<file path="config.mk">
export PLATFORM = sky130hd
export DESIGN_NAME = tla_regs
export DESIGN_NICKNAME = d
export VERILOG_FILES = /design/src/verilog/tla_pkg.sv /design/src/verilog/tla_regs.sv
export SDC_FILE = /design/constraint.sdc
export NUM_CORES = 1
export LEC_CHECK = 0
export ABC_AREA = 1
export BUFFER_PORTS_ARGS = -buffer_cell sky130_fd_sc_hd__buf_2
export CORE_MARGIN = 2
export CORE_UTILIZATION = 55
export CTS_CLUSTER_DIAMETER = 120
export DETAILED_ROUTE_END_ITERATION = 8
export PLACE_DENSITY = 0.87
export SYNTH_ARGS = -nofsm -noshare
export SYNTH_HDL_FRONTEND = slang
export SYNTH_SLANG_ARGS = --single-unit
</file>
<file path="constraint.sdc">
create_clock -name ref_clk -period 2.8 [get_ports ref_clk]
set_input_delay 0.42 -clock ref_clk [delete_from_list [all_inputs] [get_ports ref_clk]]
set_output_delay 0.42 -clock ref_clk [all_outputs]
set_load 0.05 [all_outputs]
</file>
<file path="src/verilog/tla_pkg.sv">
package tla_pkg;

	localparam int ADDR_W = 10;
	localparam int DATA_W = 8;
	localparam int CODE_W = 11;

	// Register offsets within the register page
	localparam logic [9:0] OFS_LOW_THRESHOLD = 10'h208;
	localparam logic [9:0] OFS_HIGH_THRESHOLD = 10'h209;
	localparam logic [9:0] OFS_RESULT_LOW = 10'h20c;
	localparam logic [9:0] OFS_RESULT_HIGH = 10'h20d;
	localparam logic [9:0] OFS_ALARM_ENABLE = 10'h210;
	localparam logic [9:0] OFS_CLOCK_CONTROL = 10'h212;
	localparam logic [9:0] OFS_MISSION_CONTROL = 10'h213;
	localparam logic [9:0] OFS_ALARM_STATUS = 10'h214;

	// Field positions
	localparam int BIT_LOW_ALARM_ENABLE = 0;
	localparam int BIT_HIGH_ALARM_ENABLE = 1;
	localparam int BIT_OSCILLATOR_RUN = 0;
	localparam int BIT_SECONDS_TIME_BASE = 1;
	localparam int BIT_LOGGING_ENABLE = 0;
	localparam int BIT_LOG_FORMAT_SELECT = 2;
	localparam int BIT_WRAP_ON_FULL = 4;
	localparam int BIT_ALARM_TRIGGERED_START = 5;
	localparam int BIT_LOW_ALARM_FLAG = 0;
	localparam int BIT_HIGH_ALARM_FLAG = 1;

	// Fixed bits and reset values
	localparam logic [7:0] MISSION_FIXED_ONES = 8'hc0;
	localparam logic [7:0] STATUS_FIXED_ONES = 8'h70;
	localparam logic [7:0] RESET_THRESHOLD = 8'h00;
	localparam logic [7:0] RESET_RESULT = 8'h00;
	localparam logic [7:0] UNMAPPED_READ = 8'h00;

	// Out-of-range result codes and the 8-bit mode low byte
	localparam logic [7:0] RANGE_LOW_HIGH_BYTE = 8'h00;
	localparam logic [7:0] RANGE_LOW_LOW_BYTE = 8'h00;
	localparam logic [7:0] RANGE_HIGH_HIGH_BYTE = 8'hff;
	localparam logic [7:0] RANGE_HIGH_LOW_BYTE_16 = 8'he0;
	localparam logic [7:0] RANGE_HIGH_LOW_BYTE_8 = 8'h00;
	localparam logic [7:0] LOW_BYTE_8BIT_MODE = 8'h00;

	typedef struct packed {
		logic wr_en;
		logic rd_en;
		logic [ADDR_W-1:0] addr;
		logic [DATA_W-1:0] wdata;
	} tla_reg_req_t;

	typedef struct packed {
		logic valid;
		logic under_range;
		logic over_range;
		logic [CODE_W-1:0] code;
	} tla_conv_t;

endpackage : tla_pkg

</file>
<file path="src/verilog/tla_regs.sv">
// Summary of operation
// RULE_01: Latest result shown as high byte bits 10..3, low byte bits 2..0 on top.
// RULE_02: Result encoding is half degrees plus fraction, minus variant offset; carried unchanged.
// RULE_03: Alarm compares use only the result high byte, in either format.
// RULE_04: Two one-byte thresholds, low and high, in result high-byte encoding.
// RULE_05: An alarm is raised only when value alarms and its enable is set.
// RULE_06: In a mission, low enable and result at or below low threshold sets low flag.
// RULE_07: In a mission, high enable and result at or above high threshold sets high flag.
// RULE_08: Alarm enable register keeps bits 0 and 1; bits 2..7 read zero.
// RULE_09: Enable, clock and mission control registers ignore writes during a mission.
// RULE_10: Clock control register keeps bits 0 and 1; bits 2..7 read zero.
// RULE_11: Oscillator run bit starts the oscillator at 1, stops it at 0.
// RULE_12: Host never requests a conversion while the oscillator is stopped.
// RULE_13: Time base bit selects minutes at 0 and seconds at 1.
// RULE_14: Host should stop the oscillator while the logger is idle.
// RULE_15: Mission control fields at bits 5,4,2,0; bits 7 and 6 always read one.
// RULE_16: Host writes zero to mission bit 1; bit 3 then has no effect.
// RULE_17: In 16-bit mode low byte has five zero bits; 8-bit mode low byte undefined.
// RULE_18: Format bit picks 8-bit storage at 0, 16-bit at 1, high byte first.
// RULE_19: Under range reads all zeros; over range reads FFh or FFE0h.
// RULE_20: Alarm flags at status bits 0 and 1, cleared together by clear-memory.
// RULE_21: A set flag stays set until cleared; evaluated once per finished conversion.
module tla_regs
	import tla_pkg::*;
(
	input wire logic ref_clk,
	input wire logic srst,
	input wire tla_reg_req_t reg_req,
	output logic [DATA_W-1:0] rd_data,
	output logic rd_valid,
	input wire tla_conv_t conv,
	input wire logic mission_active,
	input wire logic clear_alarms,
	output logic low_alarm_flag,
	output logic high_alarm_flag,
	output logic oscillator_run,
	output logic seconds_time_base,
	output logic log_format_select,
	output logic wrap_on_full,
	output logic alarm_triggered_start,
	output logic logging_enable,
	output logic [DATA_W-1:0] result_high_byte,
	output logic [DATA_W-1:0] result_low_byte
);

	logic [DATA_W-1:0] low_alarm_threshold_reg;
	logic [DATA_W-1:0] high_alarm_threshold_reg;
	logic low_alarm_enable_reg;
	logic high_alarm_enable_reg;
	logic [DATA_W-1:0] result_high_next;
	logic [DATA_W-1:0] result_low_next;
	logic low_hit;
	logic high_hit;
	logic cfg_write_ok;

	// Alarm enable, clock control and mission control writes are locked out while a mission runs
	assign cfg_write_ok = reg_req.wr_en && !mission_active; // RULE_09

	// Result byte formation, including out-of-range codes
	always_comb begin
		result_high_next = conv.code[CODE_W-1:3]; // RULE_01
		if (log_format_select) begin
			result_low_next = {conv.code[2:0], 5'h00}; // RULE_01 RULE_17
		end else begin
			result_low_next = LOW_BYTE_8BIT_MODE; // RULE_17
		end
		if (conv.under_range) begin
			result_high_next = RANGE_LOW_HIGH_BYTE; // RULE_19
			result_low_next = RANGE_LOW_LOW_BYTE; // RULE_19
		end else if (conv.over_range) begin
			result_high_next = RANGE_HIGH_HIGH_BYTE; // RULE_19
			if (log_format_select) begin
				result_low_next = RANGE_HIGH_LOW_BYTE_16; // RULE_19
			end else begin
				result_low_next = RANGE_HIGH_LOW_BYTE_8; // RULE_19
			end
		end
	end

	// Only the high byte takes part in the compare, in either format
	always_comb begin
		low_hit = conv.valid && mission_active && low_alarm_enable_reg &&
			(result_high_next <= low_alarm_threshold_reg); // RULE_03 RULE_05 RULE_06
		high_hit = conv.valid && mission_active && high_alarm_enable_reg &&
			(result_high_next >= high_alarm_threshold_reg); // RULE_03 RULE_05 RULE_07
	end

	// Latest result registers; the code is carried in its native encoding
	always_ff @(posedge ref_clk) begin
		if (srst) begin
			result_high_byte <= RESET_RESULT;
			result_low_byte <= RESET_RESULT;
		end else if (conv.valid) begin
			result_high_byte <= result_high_next; // RULE_01 RULE_02
			result_low_byte <= result_low_next; // RULE_01 RULE_02
		end
	end

	// Thresholds stay writable; they only steer the compare
	always_ff @(posedge ref_clk) begin
		if (srst) begin
			low_alarm_threshold_reg <= RESET_THRESHOLD;
			high_alarm_threshold_reg <= RESET_THRESHOLD;
		end else if (reg_req.wr_en) begin
			if (reg_req.addr == OFS_LOW_THRESHOLD) begin
				low_alarm_threshold_reg <= reg_req.wdata; // RULE_04
			end
			if (reg_req.addr == OFS_HIGH_THRESHOLD) begin
				high_alarm_threshold_reg <= reg_req.wdata; // RULE_04
			end
		end
	end

	// Alarm enables: upper bits are not stored at all
	always_ff @(posedge ref_clk) begin
		if (srst) begin
			low_alarm_enable_reg <= 1'b0;
			high_alarm_enable_reg <= 1'b0;
		end else if (cfg_write_ok && reg_req.addr == OFS_ALARM_ENABLE) begin
			low_alarm_enable_reg <= reg_req.wdata[BIT_LOW_ALARM_ENABLE]; // RULE_08
			high_alarm_enable_reg <= reg_req.wdata[BIT_HIGH_ALARM_ENABLE]; // RULE_08
		end
	end

	// Clock control; reset leaves the oscillator stopped to save power
	always_ff @(posedge ref_clk) begin
		if (srst) begin
			oscillator_run <= 1'b0;
			seconds_time_base <= 1'b0;
		end else if (cfg_write_ok && reg_req.addr == OFS_CLOCK_CONTROL) begin
			oscillator_run <= reg_req.wdata[BIT_OSCILLATOR_RUN]; // RULE_10 RULE_11
			seconds_time_base <= reg_req.wdata[BIT_SECONDS_TIME_BASE]; // RULE_10 RULE_13
		end
	end

	// Mission control; bits 1 and 3 have no storage, so bit 3 is ignored
	always_ff @(posedge ref_clk) begin
		if (srst) begin
			logging_enable <= 1'b0;
			log_format_select <= 1'b0;
			wrap_on_full <= 1'b0;
			alarm_triggered_start <= 1'b0;
		end else if (cfg_write_ok && reg_req.addr == OFS_MISSION_CONTROL) begin
			logging_enable <= reg_req.wdata[BIT_LOGGING_ENABLE]; // RULE_15
			log_format_select <= reg_req.wdata[BIT_LOG_FORMAT_SELECT]; // RULE_15 RULE_18
			wrap_on_full <= reg_req.wdata[BIT_WRAP_ON_FULL]; // RULE_15
			alarm_triggered_start <= reg_req.wdata[BIT_ALARM_TRIGGERED_START]; // RULE_15
		end
	end

	// Sticky flags: a hit in the clearing cycle wins over the clear
	always_ff @(posedge ref_clk) begin
		if (srst) begin
			low_alarm_flag <= 1'b0;
			high_alarm_flag <= 1'b0;
		end else begin
			if (low_hit) begin
				low_alarm_flag <= 1'b1; // RULE_06 RULE_21
			end else if (clear_alarms) begin
				low_alarm_flag <= 1'b0; // RULE_20
			end
			if (high_hit) begin
				high_alarm_flag <= 1'b1; // RULE_07 RULE_21
			end else if (clear_alarms) begin
				high_alarm_flag <= 1'b0; // RULE_20
			end
		end
	end

	// Read port: one-cycle latency, unmapped offsets read zero
	always_ff @(posedge ref_clk) begin
		if (srst) begin
			rd_valid <= 1'b0;
			rd_data <= UNMAPPED_READ;
		end else begin
			rd_valid <= reg_req.rd_en;
			if (reg_req.rd_en) begin
				case (reg_req.addr)
					OFS_LOW_THRESHOLD: begin
						rd_data <= low_alarm_threshold_reg;
					end
					OFS_HIGH_THRESHOLD: begin
						rd_data <= high_alarm_threshold_reg;
					end
					OFS_RESULT_LOW: begin
						rd_data <= result_low_byte; // RULE_01
					end
					OFS_RESULT_HIGH: begin
						rd_data <= result_high_byte; // RULE_01
					end
					OFS_ALARM_ENABLE: begin
						rd_data <= {6'h00, high_alarm_enable_reg, low_alarm_enable_reg}; // RULE_08
					end
					OFS_CLOCK_CONTROL: begin
						rd_data <= {6'h00, seconds_time_base, oscillator_run}; // RULE_10
					end
					OFS_MISSION_CONTROL: begin
						rd_data <= MISSION_FIXED_ONES |
							{2'h0, alarm_triggered_start, wrap_on_full, 1'b0,
							log_format_select, 1'b0, logging_enable}; // RULE_15 RULE_16
					end
					OFS_ALARM_STATUS: begin
						rd_data <= STATUS_FIXED_ONES |
							{6'h00, high_alarm_flag, low_alarm_flag}; // RULE_20
					end
					default: begin
						rd_data <= UNMAPPED_READ;
					end
				endcase
			end
		end
	end

	// Flags move only on a conversion inside a mission, or fall on a clear
	AST_LOW_SETS: assert property (@(posedge ref_clk) disable iff (srst) // RULE_06
		(conv.valid && mission_active && low_alarm_enable_reg &&
		result_high_next <= low_alarm_threshold_reg) |=> low_alarm_flag)
		else $error("Low alarm flag not set after alarming conversion");

	AST_HIGH_SETS: assert property (@(posedge ref_clk) disable iff (srst) // RULE_07
		(conv.valid && mission_active && high_alarm_enable_reg &&
		result_high_next >= high_alarm_threshold_reg) |=> high_alarm_flag)
		else $error("High alarm flag not set after alarming conversion");

	AST_LOW_GATED: assert property (@(posedge ref_clk) disable iff (srst) // RULE_05
		(!low_alarm_flag && !low_alarm_enable_reg) |=> !low_alarm_flag)
		else $error("Low alarm flag rose with its enable cleared");

	AST_HIGH_GATED: assert property (@(posedge ref_clk) disable iff (srst) // RULE_05
		(!high_alarm_flag && !high_alarm_enable_reg) |=> !high_alarm_flag)
		else $error("High alarm flag rose with its enable cleared");

	AST_LOW_IDLE: assert property (@(posedge ref_clk) disable iff (srst) // RULE_06
		(!low_alarm_flag && !mission_active) |=> !low_alarm_flag)
		else $error("Low alarm flag rose outside a mission");

	AST_HIGH_IDLE: assert property (@(posedge ref_clk) disable iff (srst) // RULE_07
		(!high_alarm_flag && !mission_active) |=> !high_alarm_flag)
		else $error("High alarm flag rose outside a mission");

	AST_STICKY: assert property (@(posedge ref_clk) disable iff (srst) // RULE_21
		(low_alarm_flag && !clear_alarms) |=> low_alarm_flag)
		else $error("Low alarm flag dropped without a clear");

	AST_HIGH_STICKY: assert property (@(posedge ref_clk) disable iff (srst) // RULE_21
		(high_alarm_flag && !clear_alarms) |=> high_alarm_flag)
		else $error("High alarm flag dropped without a clear");

	AST_LOW_ONCE: assert property (@(posedge ref_clk) disable iff (srst) // RULE_21
		(!low_alarm_flag && !conv.valid) |=> !low_alarm_flag)
		else $error("Low alarm flag rose without a conversion");

	AST_HIGH_ONCE: assert property (@(posedge ref_clk) disable iff (srst) // RULE_21
		(!high_alarm_flag && !conv.valid) |=> !high_alarm_flag)
		else $error("High alarm flag rose without a conversion");

	AST_CLEAR: assert property (@(posedge ref_clk) disable iff (srst) // RULE_20
		(clear_alarms && !conv.valid) |=> (!low_alarm_flag && !high_alarm_flag))
		else $error("Alarm flags not cleared together");

	// Lock checks look one edge back: a write taken while the mission flag
	// was still low may land on the first mission cycle
	AST_MISSION_LOCK: assert property (@(posedge ref_clk) disable iff (srst) // RULE_09
		mission_active |=> ($stable(oscillator_run) && $stable(logging_enable) &&
		$stable(low_alarm_enable_reg)))
		else $error("Locked register changed during a mission");

	AST_MISSION_LOCK_REST: assert property (@(posedge ref_clk) disable iff (srst) // RULE_09
		mission_active |=> ($stable(seconds_time_base) && $stable(log_format_select) &&
		$stable(wrap_on_full) && $stable(alarm_triggered_start) &&
		$stable(high_alarm_enable_reg)))
		else $error("Locked register field changed during a mission");

	AST_ENABLE_WRITE: assert property (@(posedge ref_clk) disable iff (srst) // RULE_08
		(reg_req.wr_en && !mission_active && reg_req.addr == OFS_ALARM_ENABLE) |=>
		({high_alarm_enable_reg, low_alarm_enable_reg} == $past(reg_req.wdata[1:0])))
		else $error("Alarm enable write not taken between missions");

	AST_CLOCK_WRITE: assert property (@(posedge ref_clk) disable iff (srst) // RULE_11 RULE_13
		(reg_req.wr_en && !mission_active && reg_req.addr == OFS_CLOCK_CONTROL) |=>
		({seconds_time_base, oscillator_run} == $past(reg_req.wdata[1:0])))
		else $error("Clock control write not taken between missions");

	AST_LOW_THRESHOLD_WRITE: assert property (@(posedge ref_clk) disable iff (srst) // RULE_04
		(reg_req.wr_en && reg_req.addr == OFS_LOW_THRESHOLD) |=>
		(low_alarm_threshold_reg == $past(reg_req.wdata)))
		else $error("Low threshold write not taken");

	AST_HIGH_THRESHOLD_WRITE: assert property (@(posedge ref_clk) disable iff (srst) // RULE_04
		(reg_req.wr_en && reg_req.addr == OFS_HIGH_THRESHOLD) |=>
		(high_alarm_threshold_reg == $past(reg_req.wdata)))
		else $error("High threshold write not taken");

	AST_RESULT_SPLIT: assert property (@(posedge ref_clk) disable iff (srst) // RULE_01
		(conv.valid && !conv.under_range && !conv.over_range) |=>
		(result_high_byte == $past(conv.code[10:3])))
		else $error("Result high byte does not hold code bits 10 to 3");

	AST_RESULT_LOW_16: assert property (@(posedge ref_clk) disable iff (srst) // RULE_17
		(conv.valid && !conv.under_range && !conv.over_range && log_format_select) |=>
		(result_low_byte == {$past(conv.code[2:0]), 5'h00}))
		else $error("Result low byte does not hold code bits 2 to 0 on top");

	AST_RESULT_HOLD: assert property (@(posedge ref_clk) disable iff (srst) // RULE_01
		!conv.valid |=> ($stable(result_high_byte) && $stable(result_low_byte)))
		else $error("Result bytes changed without a conversion");

	AST_LOW_ZEROS: assert property (@(posedge ref_clk) disable iff (srst) // RULE_17
		result_low_byte[4:0] == 5'h00)
		else $error("Result low byte has nonzero bits below bit 5");

	AST_UNDER_RANGE: assert property (@(posedge ref_clk) disable iff (srst) // RULE_19
		(conv.valid && conv.under_range) |=>
		(result_high_byte == 8'h00 && result_low_byte == 8'h00))
		else $error("Under-range result not reported as all zeros");

	AST_OVER_RANGE: assert property (@(posedge ref_clk) disable iff (srst) // RULE_19
		(conv.valid && conv.over_range && !conv.under_range) |=>
		(result_high_byte == 8'hff))
		else $error("Over-range result not reported as all ones");

	AST_OVER_RANGE_16: assert property (@(posedge ref_clk) disable iff (srst) // RULE_19
		(conv.valid && conv.over_range && !conv.under_range && log_format_select) |=>
		(result_low_byte == 8'he0))
		else $error("Over-range low byte wrong in 16-bit mode");

	AST_MISSION_READ: assert property (@(posedge ref_clk) disable iff (srst) // RULE_15
		(reg_req.rd_en && reg_req.addr == OFS_MISSION_CONTROL) |=>
		(rd_valid && rd_data[7:6] == 2'h3 && rd_data[3] == 1'b0))
		else $error("Mission control read lacks fixed bits");

	AST_ENABLE_READ: assert property (@(posedge ref_clk) disable iff (srst) // RULE_08
		(reg_req.rd_en && (reg_req.addr == OFS_ALARM_ENABLE ||
		reg_req.addr == OFS_CLOCK_CONTROL)) |=> (rd_data[7:2] == 6'h00))
		else $error("Unimplemented control bits read nonzero");

	AST_CLOCK_READ: assert property (@(posedge ref_clk) disable iff (srst) // RULE_10
		(reg_req.rd_en && reg_req.addr == OFS_CLOCK_CONTROL) |=>
		(rd_data[1:0] == $past({seconds_time_base, oscillator_run})))
		else $error("Clock control read does not show its bits");

	AST_STATUS_READ: assert property (@(posedge ref_clk) disable iff (srst) // RULE_20
		(reg_req.rd_en && reg_req.addr == OFS_ALARM_STATUS) |=>
		(rd_data[1:0] == $past({high_alarm_flag, low_alarm_flag}) && rd_data[6:4] == 3'h7))
		else $error("Alarm status read does not show the flags");

endmodule : tla_regs

</file>
### Word-level counts from Yosys, hierarchy flattened

Cells that the tools add are included.

* magnitude comparators: 2
* reductions and logical operators: 14
* multiplexer cells: 10
* equal/unequal tests: 8

Operators by type and width (number)
* equality test 10 bit (second input constant): 8
* one-hot mux 8 bit (8 select lines): 1
* 2-to-1 mux 8 bit: 6
* logical AND 1 bit: 9
* greater-or-equal comparator 8 bit: 1
* <= comparator 8 bit: 1
* AND reduction 2 bit: 2
* nonzero test 2 bit: 2
* 2-to-1 mux 1 bit: 3
* zero test 1 bit: 1

* input port bits: 38
* word-level logic and storage cells: 50
* flip-flop bits (word level): 51
* output and inout bits: 33

### Longest topological paths before layout

* depth after elaboration: 5
* depth in mapped cells: 14
* gate-level depth less buffers: 13

### Worst setup path after synthesis

No wires, ideal clock.

* path kind: input -> register
* start: input port conv[12] (netlist name)
* end: register high_alarm_flag
* stages: 12
* path slack: 0.997 ns
* arrival time: 1.671 ns
* library setup time: 0.132 ns
* buffers on the path: 1
* cells stage by stage: inv_1 > clkbuf_1 > o21ai_0 > ha_1 > o21ai_0 > nand3b_1 > nand3_1 > nand2_1 > nand2_1 > nand2_1 > nand2_1 > a21oi_1

* cells in the longest elaborated chain, start to end: 4

RTL lines
* start: declaration: RTL line tla_regs.sv:31 `input wire tla_conv_t conv,`
* 2-to-1 mux 8 bit *: RTL line tla_regs.sv:67 `if (conv.under_range) begin`
* greater-or-equal comparator 8 bit *: RTL line tla_regs.sv:85 `(result_high_next >= high_alarm_threshold_reg);`
* logical AND 1 bit *: RTL line tla_regs.sv:84 `high_hit = conv.valid && mission_active && high_alarm_enable_reg &&`
* 2-to-1 mux 1 bit / nonzero test 2 bit (equally long branches)
* end signal: assignment: RTL line tla_regs.sv:155 `high_alarm_flag <= 1'b0;`
* end signal: assignment: RTL line tla_regs.sv:163 `high_alarm_flag <= 1'b1;`
* end signal: assignment: RTL line tla_regs.sv:165 `high_alarm_flag <= 1'b0;`
* end: declaration: RTL line tla_regs.sv:35 `output logic high_alarm_flag,`

Every way passes the cells marked *; elsewhere a longest branch is shown, timed or not.
A chain may end at the register's enable or synchronous reset.

### Worst setup path in the final report

Ends and elaborated chain as after synthesis.

==> flow_metrics.env <==
export IMPL_min_delay_start="reg_req[7]"
export IMPL_hold_viol_final=0
export IMPL_cts_root_buf="clkbuf_8"
export IMPL_fp_coreArea_mm2=0.004755
export IMPL_period_share_pct=65.44
export IMPL_floorplan_initialDensity_pct=57.21
export IMPL_hold_buffers=0
export IMPL_fin_crit_ns=1.832
export IMPL_antenna_found_initial=0
export IMPL_drive_gt1_share_pct=20.93
export IMPL_grt_ovfl_total=0
export IMPL_p_int_uw=891.9
export IMPL_synth_top_area_share_pct=33.85
export IMPL_maxSlewHeadroom_pct=51.96
export IMPL_tns_ns=0
export IMPL_grt_pass1_vias=2673
export IMPL_clock_latency_ns=0.30
export IMPL_place_congestion=0.9329
export IMPL_syn_inst=396
export IMPL_synth_compound_area_share_pct=17.57
export IMPL_cp_end_kind="flip-flop"
export IMPL_path_class="in2reg"
export IMPL_clkTransAtPathRegs_ns=0.09
export IMPL_drt_initial_drc_count=218
export IMPL_detailed_place_hpwl_um=6060
export IMPL_die_width_um=74.33
export IMPL_routed_via_density=5.633
export IMPL_leakagePower_uw=0.001424
export IMPL_synth_top_family_by_area="simple AND/OR/NAND/NOR gates"
export IMPL_power_per_cell_area_mw_per_mm2=410.2
export IMPL_wirelength_um=7701
export IMPL_yosysTopAreaCell="dfxtp_1"
export IMPL_wl_per_cell_um=14.78
export IMPL_setup_violations=0
export IMPL_fin_nets=506
export IMPL_ys_types=33
export IMPL_vias=2935
export IMPL_critPathArrivalTime_ns=2.00
export IMPL_max_freq_ghz=0.5458
export IMPL_hold_class="in2reg"
export IMPL_final_common_cell="buf_2"
export IMPL_ir_drop_uv=271.9
export IMPL_ys_ff_latch=46
export IMPL_crit_start="conv[12]"
export IMPL_p_sw_share_pct=30.21
export IMPL_synth_xor_area_share_pct=0
export IMPL_ant_nets=0
export IMPL_p_sw_uw=386.0
export IMPL_maxCapViolCount=0
export IMPL_start_kind="primary input"
export IMPL_combinationalPowerShare_pct=16.9
export IMPL_row_count=25
export IMPL_clock_power_share_pct=30.6
export IMPL_grt_first_pass_wirelength_um=11960
export IMPL_most_common_layout_cells="65 x buf_2, 61 x nand2_1, 52 x inv_1"
export IMPL_placed_area_mm2=0.003037
export IMPL_crit_fanout=11
export IMPL_cts_buffers=5
export IMPL_syn_area_per_cell_um2=6.869
export IMPL_final_area_mm2=0.003115
export IMPL_tritoncts="built"
export IMPL_pin_count=71
export IMPL_tightest_slew_ns=0.7198
export IMPL_cts_setup_buffers=0
export IMPL_finalClockSkew_ns=0.007466
export IMPL_grt_usage_pct=28.87
export IMPL_yosys_warnings=0
export IMPL_synthAdderAreaFrac_pct=6.440
export IMPL_syn_area_mm2=0.002720
export IMPL_seq_area_frac_synth_pct=33.85
export IMPL_worstReg2RegStart="high_alarm_threshold_reg[0]$_SDFFE_PP0P_"
export IMPL_worstPathRequired_ns=2.97
export IMPL_portBuffers=65
export IMPL_maxSlewViolCount=0
export IMPL_status="finished clean"
export IMPL_clock_path_buffers=2
export IMPL_cts_num_sinks=46
export IMPL_diodes=0
export IMPL_die_area_mm2=0.005524
export IMPL_synth_area_leaders="dfxtp_1 34%, nand2_1 8.4%, a21oi_1 7.9%, o21ai_0 7.4%, inv_1 7.2%"
export IMPL_muxShareOfSynthArea_pct=0
export IMPL_rsz0062_at_grt="no"
export IMPL_grt_max_degree=30
export IMPL_power_share_sequential_pct=52.4
export IMPL_synth_simple_area_share_pct=29.90
export IMPL_remaining_drc_errors=0
export IMPL_cts_resized=0
export IMPL_areaGrowthSynthToFinish_pct=14.54
export IMPL_cts_htree_levels=2
export IMPL_die_h_um=74.33
export IMPL_drtPass1Iterations=5
## final timing paths
check	endpoint	slack, ns	cells after the start
setup / recovery	high_alarm_flag$_SDFFE_PP0P_	0.97	12
setup reg to reg	high_alarm_flag$_SDFFE_PP0P_	1.31	9
hold / removal	high_alarm_threshold_reg[7]$_SDFFE_PP0P_	0.39	3
hold reg to reg	rd_data[4]$_SDFFE_PP0P_	0.47	2
## stage by stage
step,cells,worst slack [ns],power [uW],hold slack [ns],utilization (%)
CTS,521,1.003,1270,0.3939,65.53
floorplan,400,0.9972,833.5,0.4418,-
global route,521,0.7771,1317,0.4130,65.53
detailed placement,514,0.7526,896.5,0.4550,63.87
finish,521,0.9677,1278,0.3892,65.53
global placement,514,0.7551,891.7,0.4532,63.87
## synth_stat cells, drive strengths merged
| cell type | n |
|---|---|
| a211oi | 2 |
| a21oi | 44 |
| and3 | 2 |
| buf | 12 |
| clkbuf | 7 |
| clkinv | 1 |
| conb | 1 |
| dfxtp | 46 |
| ha | 14 |
| inv | 56 |
| nand2 | 66 |
| nand3 | 35 |
| nand3b | 1 |
| nand4 | 10 |
| nor2 | 39 |
| nor3 | 11 |
| nor4 | 2 |
| o21ai | 45 |
| o21bai | 1 |
| o22ai | 1 |
## worst max-delay path, stage by stage
cell      delay, ns
buf_2          0.11
inv_1          0.21
o21ai_0        0.25
ha_1           0.32
o21ai_0        0.20
nand3b_1       0.10
nand3_1        0.07
nand2_1        0.06
nand2_1        0.07
nand2_1        0.06
nand2_1        0.07
a21oi_1        0.06
## routing by layer
layer | up-vias | track usage [%] | share of wire (%)
met2 | 160 | 47.52 | 46
met3 | 34 | 5.962 | 8.8
met5 | - | 0 | 0
met4 | 0 | 14.09 | 4.1
li1 | 1418 | - | -
met1 | 1323 | 36.16 | 41
## final cells by class
cell class | count | area, um^2
clock buffers | 5 | 68.82
clock inverters | 2 | 10.01
fillers | 449 | 1639
inverters | 57 | 214.0
multi-input cells | 278 | 1485
flip-flops and latches | 46 | 920.9
well taps | 67 | 83.83
repair buffers | 66 | 332.8
## power by group through the flow
stage          Sequential, uW  Combinational, uW  Clock (uW)
5_1_grt                   671                236         410
4_1_cts                   669                213         388
3_5_place_dp              685                212           0
2_1_floorplan             713                120           0
6_report                  670                217         391
3_3_place_gp              685                207           0
## kinds of logic (layout without fill, tap and decap cells)
family	after synthesis	in the layout
AO/OA/AOI/OAI	93	93
adder cells (fa/ha/maj)	14	14
buffers and inverters	76	130
flip-flops	46	46
other	1	5
AND/OR/NAND/NOR	166	166
Note: power is estimated with default switching activity, not from simulation.
